===== src/atrb_pkg.sv =====
/*
  Package of the analog trim register bank: register offsets, field
  positions, reset values and overcurrent filter delays.
  Assumes a byte-wide register port decoded from the internal SPI link.
*/
package atrb_pkg;
  localparam logic [7:0] TEST_OFS      = 8'h0e;
  localparam logic [7:0] TRIM1_OFS     = 8'h0f;
  localparam logic [7:0] TRIM2_OFS     = 8'h10;
  localparam logic [7:0] TRIM3_OFS     = 8'h11;
  localparam int         DLY_LSB       = 6;
  localparam int         REF_LSB       = 0;
  localparam int         HI2_LSB       = 6;
  localparam int         MID3_LSB      = 3;
  localparam int         LOW3_LSB      = 0;
  localparam logic [1:0] DLY_RST       = 2'h0;
  localparam logic [3:0] REF_RST       = 4'h0;
  localparam logic [7:0] TRIM_RST      = 8'h00;
  localparam logic [7:0] TEST_RST      = 8'h00;
  localparam int         CLK_MHZ       = 100;
  localparam int         DLY0_US       = 950;
  localparam int         DLY1_US       = 536;
  localparam int         DLY2_US       = 234;
  localparam int         DLY3_US       = 78;
  localparam int         DLY0_CYC      = DLY0_US * CLK_MHZ;
  localparam int         DLY1_CYC      = DLY1_US * CLK_MHZ;
  localparam int         DLY2_CYC      = DLY2_US * CLK_MHZ;
  localparam int         DLY3_CYC      = DLY3_US * CLK_MHZ;
  localparam logic [2:0] CODE3_RSVD    = 3'h4;
  localparam logic [3:0] REF_MAX_CODE  = 4'h8;
endpackage


===== src/atrb_bank.sv =====
/*
  Trim and test register bank of the analog die, with the overcurrent
  filter timer and trim selection on the current-sense select bit.
  Assumes register strobes are one-cycle pulses already decoded from the
  internal SPI link, synchronous to i_sys_clk.
*/
// Overview of operation
// - Delay select sets overcurrent filter time
// - Reset clears delay select, longest delay
// - Reference trim write-only, cleared on reset
// - Trim2 bits 7:6 bridge12 trim, sense 0
// - Trim2 bits 5:3 bridge34 trim, sense 1
// - Trim2 bits 2:0 bridge12 trim, sense 1
// - Trim3 bits 7:6 bridge34 trim, sense 0
// - Trim3 bits 5:3 high-side 2/3 trim
// - Trim3 bits 2:0 high-side 1 trim
// - Trim2/3 read zero, reset clears them
// - Two-bit trims on sense 0, three-bit on 1
`timescale 1ns/10ps
`default_nettype none
module atrb_bank (
  input  wire logic       i_sys_clk,
  input  wire logic       i_rst_n,
  input  wire logic [7:0] i_addr,
  input  wire logic       i_wr,
  input  wire logic       i_rd,
  input  wire logic [7:0] i_wdata,
  input  wire logic       i_current_sense_select,
  input  wire logic       i_overcurrent_raw,
  output logic      [7:0] o_rdata,
  output logic            o_rvalid,
  output logic      [3:0] o_reference_current_trim,
  output logic      [2:0] o_bridge12_trim,
  output logic      [2:0] o_bridge34_trim,
  output logic            o_bridge_trim_wide,
  output logic      [2:0] o_highside23_trim,
  output logic      [2:0] o_highside1_trim,
  output logic            o_overcurrent_shutdown
);

  typedef struct packed {
    logic [7:0]  test;
    logic [1:0]  dly;
    logic [3:0]  ref_trim;
    logic [7:0]  trim2;
    logic [7:0]  trim3;
    logic [16:0] oc_cnt;
    logic        oc_trip;
    logic [7:0]  rdata;
    logic        rvalid;
    logic [3:0]  ref_out;
    logic [2:0]  b12_out;
    logic [2:0]  b34_out;
    logic        wide_out;
    logic [2:0]  hs23_out;
    logic [2:0]  hs1_out;
  } atrb_state_type;

  atrb_state_type st_q;
  atrb_state_type st_d;

  // Reserved code maps to no adjustment
  function automatic logic [2:0] atrb_clean3(input logic [2:0] code);
    return (code == atrb_pkg::CODE3_RSVD) ? 3'h0 : code;
  endfunction

  function automatic logic [16:0] atrb_delay(input logic [1:0] sel);
    case (sel)
      2'h0:    return 17'(atrb_pkg::DLY0_CYC);
      2'h1:    return 17'(atrb_pkg::DLY1_CYC);
      2'h2:    return 17'(atrb_pkg::DLY2_CYC);
      default: return 17'(atrb_pkg::DLY3_CYC);
    endcase
  endfunction

  always_comb begin
    st_d        = st_q;
    st_d.rvalid = i_rd;
    if (i_wr) begin
      case (i_addr)
        // Test register stores only; software is trusted never to write it
        atrb_pkg::TEST_OFS:  st_d.test = i_wdata;
        atrb_pkg::TRIM1_OFS: begin
          st_d.dly      = i_wdata[atrb_pkg::DLY_LSB +: 2];
          st_d.ref_trim = i_wdata[atrb_pkg::REF_LSB +: 4];
        end
        atrb_pkg::TRIM2_OFS: st_d.trim2 = i_wdata;
        atrb_pkg::TRIM3_OFS: st_d.trim3 = i_wdata;
        default: ;
      endcase
    end
    if (i_rd) begin
      case (i_addr)
        atrb_pkg::TEST_OFS:  st_d.rdata = st_q.test;
        // Reference trim is write-only, reads as zero
        atrb_pkg::TRIM1_OFS: st_d.rdata = {st_q.dly, 6'h00};
        default:             st_d.rdata = 8'h00;
      endcase
    end
    // Filter: shutdown only after the fault persists the selected time
    if (!i_overcurrent_raw) begin
      st_d.oc_cnt  = 17'h0;
      st_d.oc_trip = 1'b0;
    end else if (st_q.oc_cnt >= atrb_delay(st_q.dly) - 17'h1) begin
      st_d.oc_trip = 1'b1;
    end else begin
      st_d.oc_cnt = st_q.oc_cnt + 17'h1;
    end
    st_d.ref_out = (st_q.ref_trim > atrb_pkg::REF_MAX_CODE) ? 4'h0 : st_q.ref_trim;
    st_d.wide_out = i_current_sense_select;
    if (i_current_sense_select) begin
      st_d.b12_out = atrb_clean3(st_q.trim2[atrb_pkg::LOW3_LSB +: 3]);
      st_d.b34_out = atrb_clean3(st_q.trim2[atrb_pkg::MID3_LSB +: 3]);
    end else begin
      st_d.b12_out = {1'b0, st_q.trim2[atrb_pkg::HI2_LSB +: 2]};
      st_d.b34_out = {1'b0, st_q.trim3[atrb_pkg::HI2_LSB +: 2]};
    end
    st_d.hs23_out = atrb_clean3(st_q.trim3[atrb_pkg::MID3_LSB +: 3]);
    st_d.hs1_out  = atrb_clean3(st_q.trim3[atrb_pkg::LOW3_LSB +: 3]);
  end

  always_ff @(posedge i_sys_clk) begin
    if (!i_rst_n) begin
      st_q          <= '0;
      st_q.test     <= atrb_pkg::TEST_RST;
      st_q.dly      <= atrb_pkg::DLY_RST;
      st_q.ref_trim <= atrb_pkg::REF_RST;
      st_q.trim2    <= atrb_pkg::TRIM_RST;
      st_q.trim3    <= atrb_pkg::TRIM_RST;
    end else begin
      st_q <= st_d;
    end
  end

  assign o_rdata                  = st_q.rdata;
  assign o_rvalid                 = st_q.rvalid;
  assign o_reference_current_trim = st_q.ref_out;
  assign o_bridge12_trim          = st_q.b12_out;
  assign o_bridge34_trim          = st_q.b34_out;
  assign o_bridge_trim_wide       = st_q.wide_out;
  assign o_highside23_trim        = st_q.hs23_out;
  assign o_highside1_trim         = st_q.hs1_out;
  assign o_overcurrent_shutdown   = st_q.oc_trip;

  trim_read_zero_a: assert property (@(posedge i_sys_clk) disable iff (!i_rst_n)
    i_rd && (i_addr == atrb_pkg::TRIM2_OFS || i_addr == atrb_pkg::TRIM3_OFS)
    |=> o_rvalid && o_rdata == 8'h00)
    else $error("trim register read not zero");

  ref_write_only_a: assert property (@(posedge i_sys_clk) disable iff (!i_rst_n)
    i_rd && i_addr == atrb_pkg::TRIM1_OFS |=> o_rdata[3:0] == 4'h0)
    else $error("reference trim visible on read");

  dly_reset_a: assert property (@(posedge i_sys_clk)
    !i_rst_n |=> st_q.dly == 2'h0 && st_q.trim2 == 8'h00)
    else $error("delay select not cleared by reset");

  sense_sel_a: assert property (@(posedge i_sys_clk) disable iff (!i_rst_n)
    !i_current_sense_select |=> !o_bridge12_trim[2] && !o_bridge34_trim[2])
    else $error("two-bit trim wider than two bits");

  rsvd_code_a: assert property (@(posedge i_sys_clk) disable iff (!i_rst_n)
    o_highside1_trim != 3'h4 && o_highside23_trim != 3'h4)
    else $error("reserved code passed to output");

  ref_range_a: assert property (@(posedge i_sys_clk) disable iff (!i_rst_n)
    o_reference_current_trim <= 4'h8)
    else $error("undefined reference code passed");

  oc_fast_a: assert property (@(posedge i_sys_clk) disable iff (!i_rst_n)
    st_q.dly == 2'h3 && !i_overcurrent_raw && !i_wr ##1 i_overcurrent_raw [*8]
    |-> !o_overcurrent_shutdown)
    else $error("overcurrent tripped before filter time");

  oc_drop_a: assert property (@(posedge i_sys_clk) disable iff (!i_rst_n)
    !i_overcurrent_raw |=> !o_overcurrent_shutdown)
    else $error("shutdown held without fault");

  dly_write_a: assert property (@(posedge i_sys_clk) disable iff (!i_rst_n)
    i_wr && i_addr == atrb_pkg::TRIM1_OFS |=> st_q.dly == $past(i_wdata[7:6]))
    else $error("delay select not written");

  bridge12_wide_a: assert property (@(posedge i_sys_clk) disable iff (!i_rst_n)
    i_current_sense_select && st_q.trim2[2:0] != 3'h4 |=> o_bridge12_trim == $past(st_q.trim2[2:0]))
    else $error("bridge 1/2 three-bit trim not applied");

  bridge34_wide_a: assert property (@(posedge i_sys_clk) disable iff (!i_rst_n)
    i_current_sense_select && st_q.trim2[5:3] != 3'h4 |=> o_bridge34_trim == $past(st_q.trim2[5:3]))
    else $error("bridge 3/4 three-bit trim not applied");

  bridge12_narrow_a: assert property (@(posedge i_sys_clk) disable iff (!i_rst_n)
    !i_current_sense_select |=> o_bridge12_trim == {1'b0, $past(st_q.trim2[7:6])})
    else $error("bridge 1/2 two-bit trim not applied");

  bridge34_narrow_a: assert property (@(posedge i_sys_clk) disable iff (!i_rst_n)
    !i_current_sense_select |=> o_bridge34_trim == {1'b0, $past(st_q.trim3[7:6])})
    else $error("bridge 3/4 two-bit trim not applied");

  hs23_pass_a: assert property (@(posedge i_sys_clk) disable iff (!i_rst_n)
    st_q.trim3[5:3] != 3'h4 |=> o_highside23_trim == $past(st_q.trim3[5:3]))
    else $error("high-side 2/3 trim not applied");

  hs1_pass_a: assert property (@(posedge i_sys_clk) disable iff (!i_rst_n)
    st_q.trim3[2:0] != 3'h4 |=> o_highside1_trim == $past(st_q.trim3[2:0]))
    else $error("high-side 1 trim not applied");

  wide_rsvd_a: assert property (@(posedge i_sys_clk) disable iff (!i_rst_n)
    i_current_sense_select |=> o_bridge12_trim != 3'h4 && o_bridge34_trim != 3'h4)
    else $error("reserved bridge code passed to output");

  ref_pass_a: assert property (@(posedge i_sys_clk) disable iff (!i_rst_n)
    st_q.ref_trim <= 4'h8 |=> o_reference_current_trim == $past(st_q.ref_trim))
    else $error("reference trim not applied");

  ref_reset_a: assert property (@(posedge i_sys_clk)
    !i_rst_n |=> st_q.ref_trim == 4'h0 && st_q.trim3 == 8'h00)
    else $error("reference or high-side trim not cleared by reset");

  // Fastest setting must trip on the last counted cycle, not later
  oc_trip_a: assert property (@(posedge i_sys_clk) disable iff (!i_rst_n)
    i_overcurrent_raw && st_q.dly == 2'h3 && st_q.oc_cnt == 17'(atrb_pkg::DLY3_CYC - 1)
    |=> o_overcurrent_shutdown)
    else $error("overcurrent not tripped at filter time");

endmodule
`default_nettype wire


===== config.mk =====
export PLATFORM = sky130hd
export DESIGN_NAME = atrb_bank
export DESIGN_NICKNAME = d
export VERILOG_FILES = /design/src/atrb_pkg.sv /design/src/atrb_bank.sv
export SDC_FILE = /design/constraint.sdc
export NUM_CORES = 1
export LEC_CHECK = 0
export BUFFER_PORTS_ARGS = -buffer_cell sky130_fd_sc_hd__buf_4
export CORE_AREA = 2 2 114 72
export DETAILED_ROUTE_END_ITERATION = 6
export DIE_AREA = 0 0 116 74
export PLACE_DENSITY = 0.69
export SLEW_MARGIN = 20
export SYNTH_ARGS = -nofsm -noshare
export SYNTH_HDL_FRONTEND = slang
export SYNTH_SLANG_ARGS = --single-unit

===== constraint.sdc =====
create_clock -name i_sys_clk -period 5.8 [get_ports i_sys_clk]
set_input_delay 1.16 -clock i_sys_clk [delete_from_list [all_inputs] [get_ports i_sys_clk]]
set_output_delay 1.16 -clock i_sys_clk [all_outputs]
set_load 0.03 [all_outputs]

Word-level counts from Yosys, hierarchy flattened
Cells that the tools add are included.
- memories: 0
- input port bits: 22
- ROM bits: 0
- word-level logic and storage cells: 50
- bits in latches: 0
- memory bits (writable): 0
- flip-flop bits (word level): 74
- shift operators: 0
- bitwise operators: 2
- multiply operators: 0
- order comparisons: 2
- equality and inequality tests: 10
- reductions and logical operators: 11
- $add $sub $neg: 2
- divide/modulo/power cells: 0
- multiplexer cells: 6
- operator list (operator ; number):
    $pmux 17 s3 ; 1
    $add 17x1->17 const B ; 1
    $ge 17x17->1 ; 1
    $mux 17 ; 1
    $sub 17x1->17 const B ; 1
    $eq 8x4->1 const B ; 2
    $eq 8x5->1 const B ; 2
    $pmux 8 s2 ; 1
    $eq 3x3->1 const B ; 4
    $reduce_and 2->1 ; 5
    $reduce_or 2->1 ; 3
    $reduce_or 3->1 ; 2
    $mux 5 ; 1
    $gt 4x4->1 const B ; 1
    $mux 3 ; 1
    $eq 2x1->1 const B ; 1
    $eq 2x2->1 const B ; 1
    $logic_not 2->1 ; 1
    $mux 2 ; 1
    $not 1->1 ; 2

Logic depth before layout (Yosys ltp)
- word-level depth: 5
- mapped depth: 11
- mapped depth without buffers: 9

Least setup slack after synthesis
Ideal clock, no wire load.
- path type: input port to flip-flop
- start: in i_addr[5]
- end: reg st_q[52] in the netlist's numbering
- path buffers: 1
- data required time: 5684 ps
- stages: 6
- setup slack: 3158 ps
- arrival: 2526 ps
- path through: or4b_1 > nor4_1 > nor2b_1 > buf_4 > mux2i_1 > nor2b_1
- cells in the longest elaborated chain, start to end: 2
- ends and longest elaborated chain (item ; line ; text):
    start, declared ; atrb_bank.sv:24 ; input wire logic [7:0] i_addr,
    $eq 8x5->1 ; atrb_bank.sv:80 ; case (i_addr)
    $reduce_and 2->1 (no source line) ; n/a ;
    end signal, assigned ; atrb_bank.sv:131 ; st_q <= st_d;
    end, declared ; atrb_bank.sv:59 ; atrb_state_type st_q;
Every way passes these cells.
A chain may end at the register's enable or synchronous reset.

Worst setup path after layout
- start: in i_addr[5]
- end: reg st_q[56] in the netlist's numbering
Same word-level chain as after synthesis.

==> out/results.ini <==
[global_route]
grt_usage_pct=19.1
antenna_found_initial=0
overflow=0
grt_pass1_wl_um=12600
grt_pass1_vias=2521
grt_max_degree=55

[setup_path]
r2r_cells=9
crit_required_ns=6.02
max_stage_delay_ns=0.77
slowest_stage=nor2b_1
cp_cell_sequence=buf_4 -> or4b_1 -> nor4_1 -> nor2b_1 -> mux2i_1 -> nor2b_1
crit-reg2reg-launch=st_q[65]
start_kind=input port
crit_path_max_fanout=8
worstPathArrival_ns=3.40
critPathTopFamily=simple AND/OR/NAND/NOR gates
rrSetupSlack_ns=2.87
cp_num_buf_inv=1
critPathCaptureType=flip-flop
reg2reg_to=st_q[41]
worst-path-stages=6
path_class=in2reg
crit_top_cell=nor2b_1

[hold_path]
min_path_type=reg2reg
min_delay_path_depth=2
hold_path.startpoint=st_q[57]
worstHoldEndpoint=o_bridge34_trim[2]

[route]
wirelength_um=7500
ant_nets=0
drc=0
drtIter0Drc=166
drt_first_pass_iters=4
vias=2639
viasPerCell=5.22
detail_route.wl_per_cell_um=14.8

[synthesis]
synthFlopType=dfxtp_1
synth-edff-count=0
synth_area_um2=3640
synthArstFlopShare_pct=0
synth.most_common_cell=dfxtp_1
netlist_top_cells_area=dfxtp_1 41%, mux2i_1 9.9%, nor2b_1 8.3%
ys_warn_count=0
ys_seq_area_share_pct=40.7
syn_area_per_cell_um2=9.67
synth_cell_types=44
yosys.area.top_type=dfxtp_1
synth_nets=419
synth_top_area_share_pct=40.7
ys_ff_latch=74
ys_top_cells_by_count=74 x dfxtp_1, 48 x nor2b_1, 36 x mux2i_1
syn_inst=376

[die]
dieHeight_um=74
rows=25
core_area_um2=7570
chipWidth_um=116
die_area_um2=8580
ioPinCount=49
initial_utilization_pct=48.0

[pwr]
p_leak_nw=1.69
vdd_drop_max_mv=0.133
total_power_mw=1.23
powerDensity_nw_per_um2=293

[clock_network]
cts.sinks=74
clock_latency_ns=0.33
postCtsSetupRepairBufs=0
clock-root-buffer=clkbuf_16
clkTransAtPathRegs_ns=0.06
clockBufferDepth=2
cts_tree=built
hold_buffers=0
cts_made_buffers=9
post_cts_resized=0
htree_num_levels=3

[layout]
area_growth_syn_to_layout_pct=15.7
fin_util_pct=55.6
drive_gt1_share_pct=17.1
fin_nets=436
postLayoutCellArea_um2=4210
fill_cells=689
antenna_cells=0
final_cells=506

[timing]
max_clock_freq_mhz=314
fin_crit_sh_pct=54.9
slew_violations=0
rsz0062_at_grt=false
max_slew_margin_pct=40.0
setup_viol=0
final.setup.tns_ns=0
clock_skew_ns=0.00416
fin_crit_ns=3.18
final_hold_viol_count=0
worst_pin_slew_ns=0.895

[run]
cap_violations=0

[outcome]
status=finished clean

[placed_design]
placed_area_um2=3840
gp_congestion=0.886
dp_hpwl_um=5430
port_buffers=48
dp.cells=490

## worst reg2reg max path: stages (launching register included)
cell and delay, ns:
dfxtp_1 0.36, inv_1 0.19, ha_1 0.24, inv_1 0.07
ha_1 0.31, nand3_1 0.15, or3_4 0.44, o211ai_1 0.73
or4_1 0.22, a21oi_1 0.06
## worst max path at each step
stage              start  slack, ns       end
6_report       i_addr[5]       2.62  st_q[56]
5_1_grt        i_addr[5]       2.46  st_q[52]
4_1_cts        i_addr[5]       2.63  st_q[56]
3_5_place_dp   i_addr[5]       2.29  st_q[56]
3_3_place_gp   i_addr[5]       2.36  st_q[56]
2_1_floorplan  i_addr[5]       3.16  st_q[52]
## state kept, by name (all words and copies together), names as in the netlist
register,count
o_bridge_trim_wide,1
o_bridge34_trim,3
o_overcurrent_shutdown,1
o_reference_current_trim,4
st_q,47
o_highside1_trim,3
o_rdata,8
o_highside23_trim,3
o_rvalid,1
o_bridge12_trim,3
## cell families after synthesis
kind of cell	count (synthesis)	share of synthesized area (%)
compound gates	63	11.4
xor+xnor	1	0.241
fa+ha+maj	21	7.22
buf+inv	54	9.36
flops	74	40.7
mux	36	9.91
other cells	1	0.103
simple gates	126	21.0
## cell type report
class / count / area [um^2] / share of cell area (%)
clock buffers: 10 / 229 / 5.44
clock inverters: 6 / 138 / 3.27
inverters: 11 / 41.3 / 0.981
multi-input cells: 248 / 1820 / 43.1
flip-flops and latches: 74 / 1480 / 35.2
well taps: 108 / 135 / 3.21
repair buffers: 49 / 368 / 8.74
## where the power goes
part | internal, mW | switching, mW
combinational | 0.0182 | 0.0202
clock | 0.466 | 0.218
sequential | 0.510 | 0.00121
total | 0.994 | 0.239
## cell usage in the layout, fill, tap and decap left out, types with 6 or more instances in the layout
master and count:
a21oi_1 29, nand4_1 7, nand2_1 13, dfxtp_1 74
clkbuf_16 9, ha_1 21, nor2b_1 48, o31ai_1 13
nand3_1 7, nor2_1 6, and2_1 13, inv_1 11
mux2i_1 36, buf_4 49, or4_1 13
## through the flow
| stage | setup slack (ns) | hold slack (ns) |
|---|---|---|
| floorplan | 3.16 | 0.428 |
| global placement | 2.36 | 0.457 |
| detailed placement | 2.29 | 0.450 |
| CTS | 2.63 | 0.460 |
| global route | 2.46 | 0.483 |
| finish | 2.62 | 0.463 |
## routing by layer
metal	global-route usage (%)	part of all wire, %
met5	0	0
met4	4.76	0.61
met3	5.79	5.4
met2	26.7	39
met1	28.6	55
No activity file was read; power rests on OpenSTA's default activity.
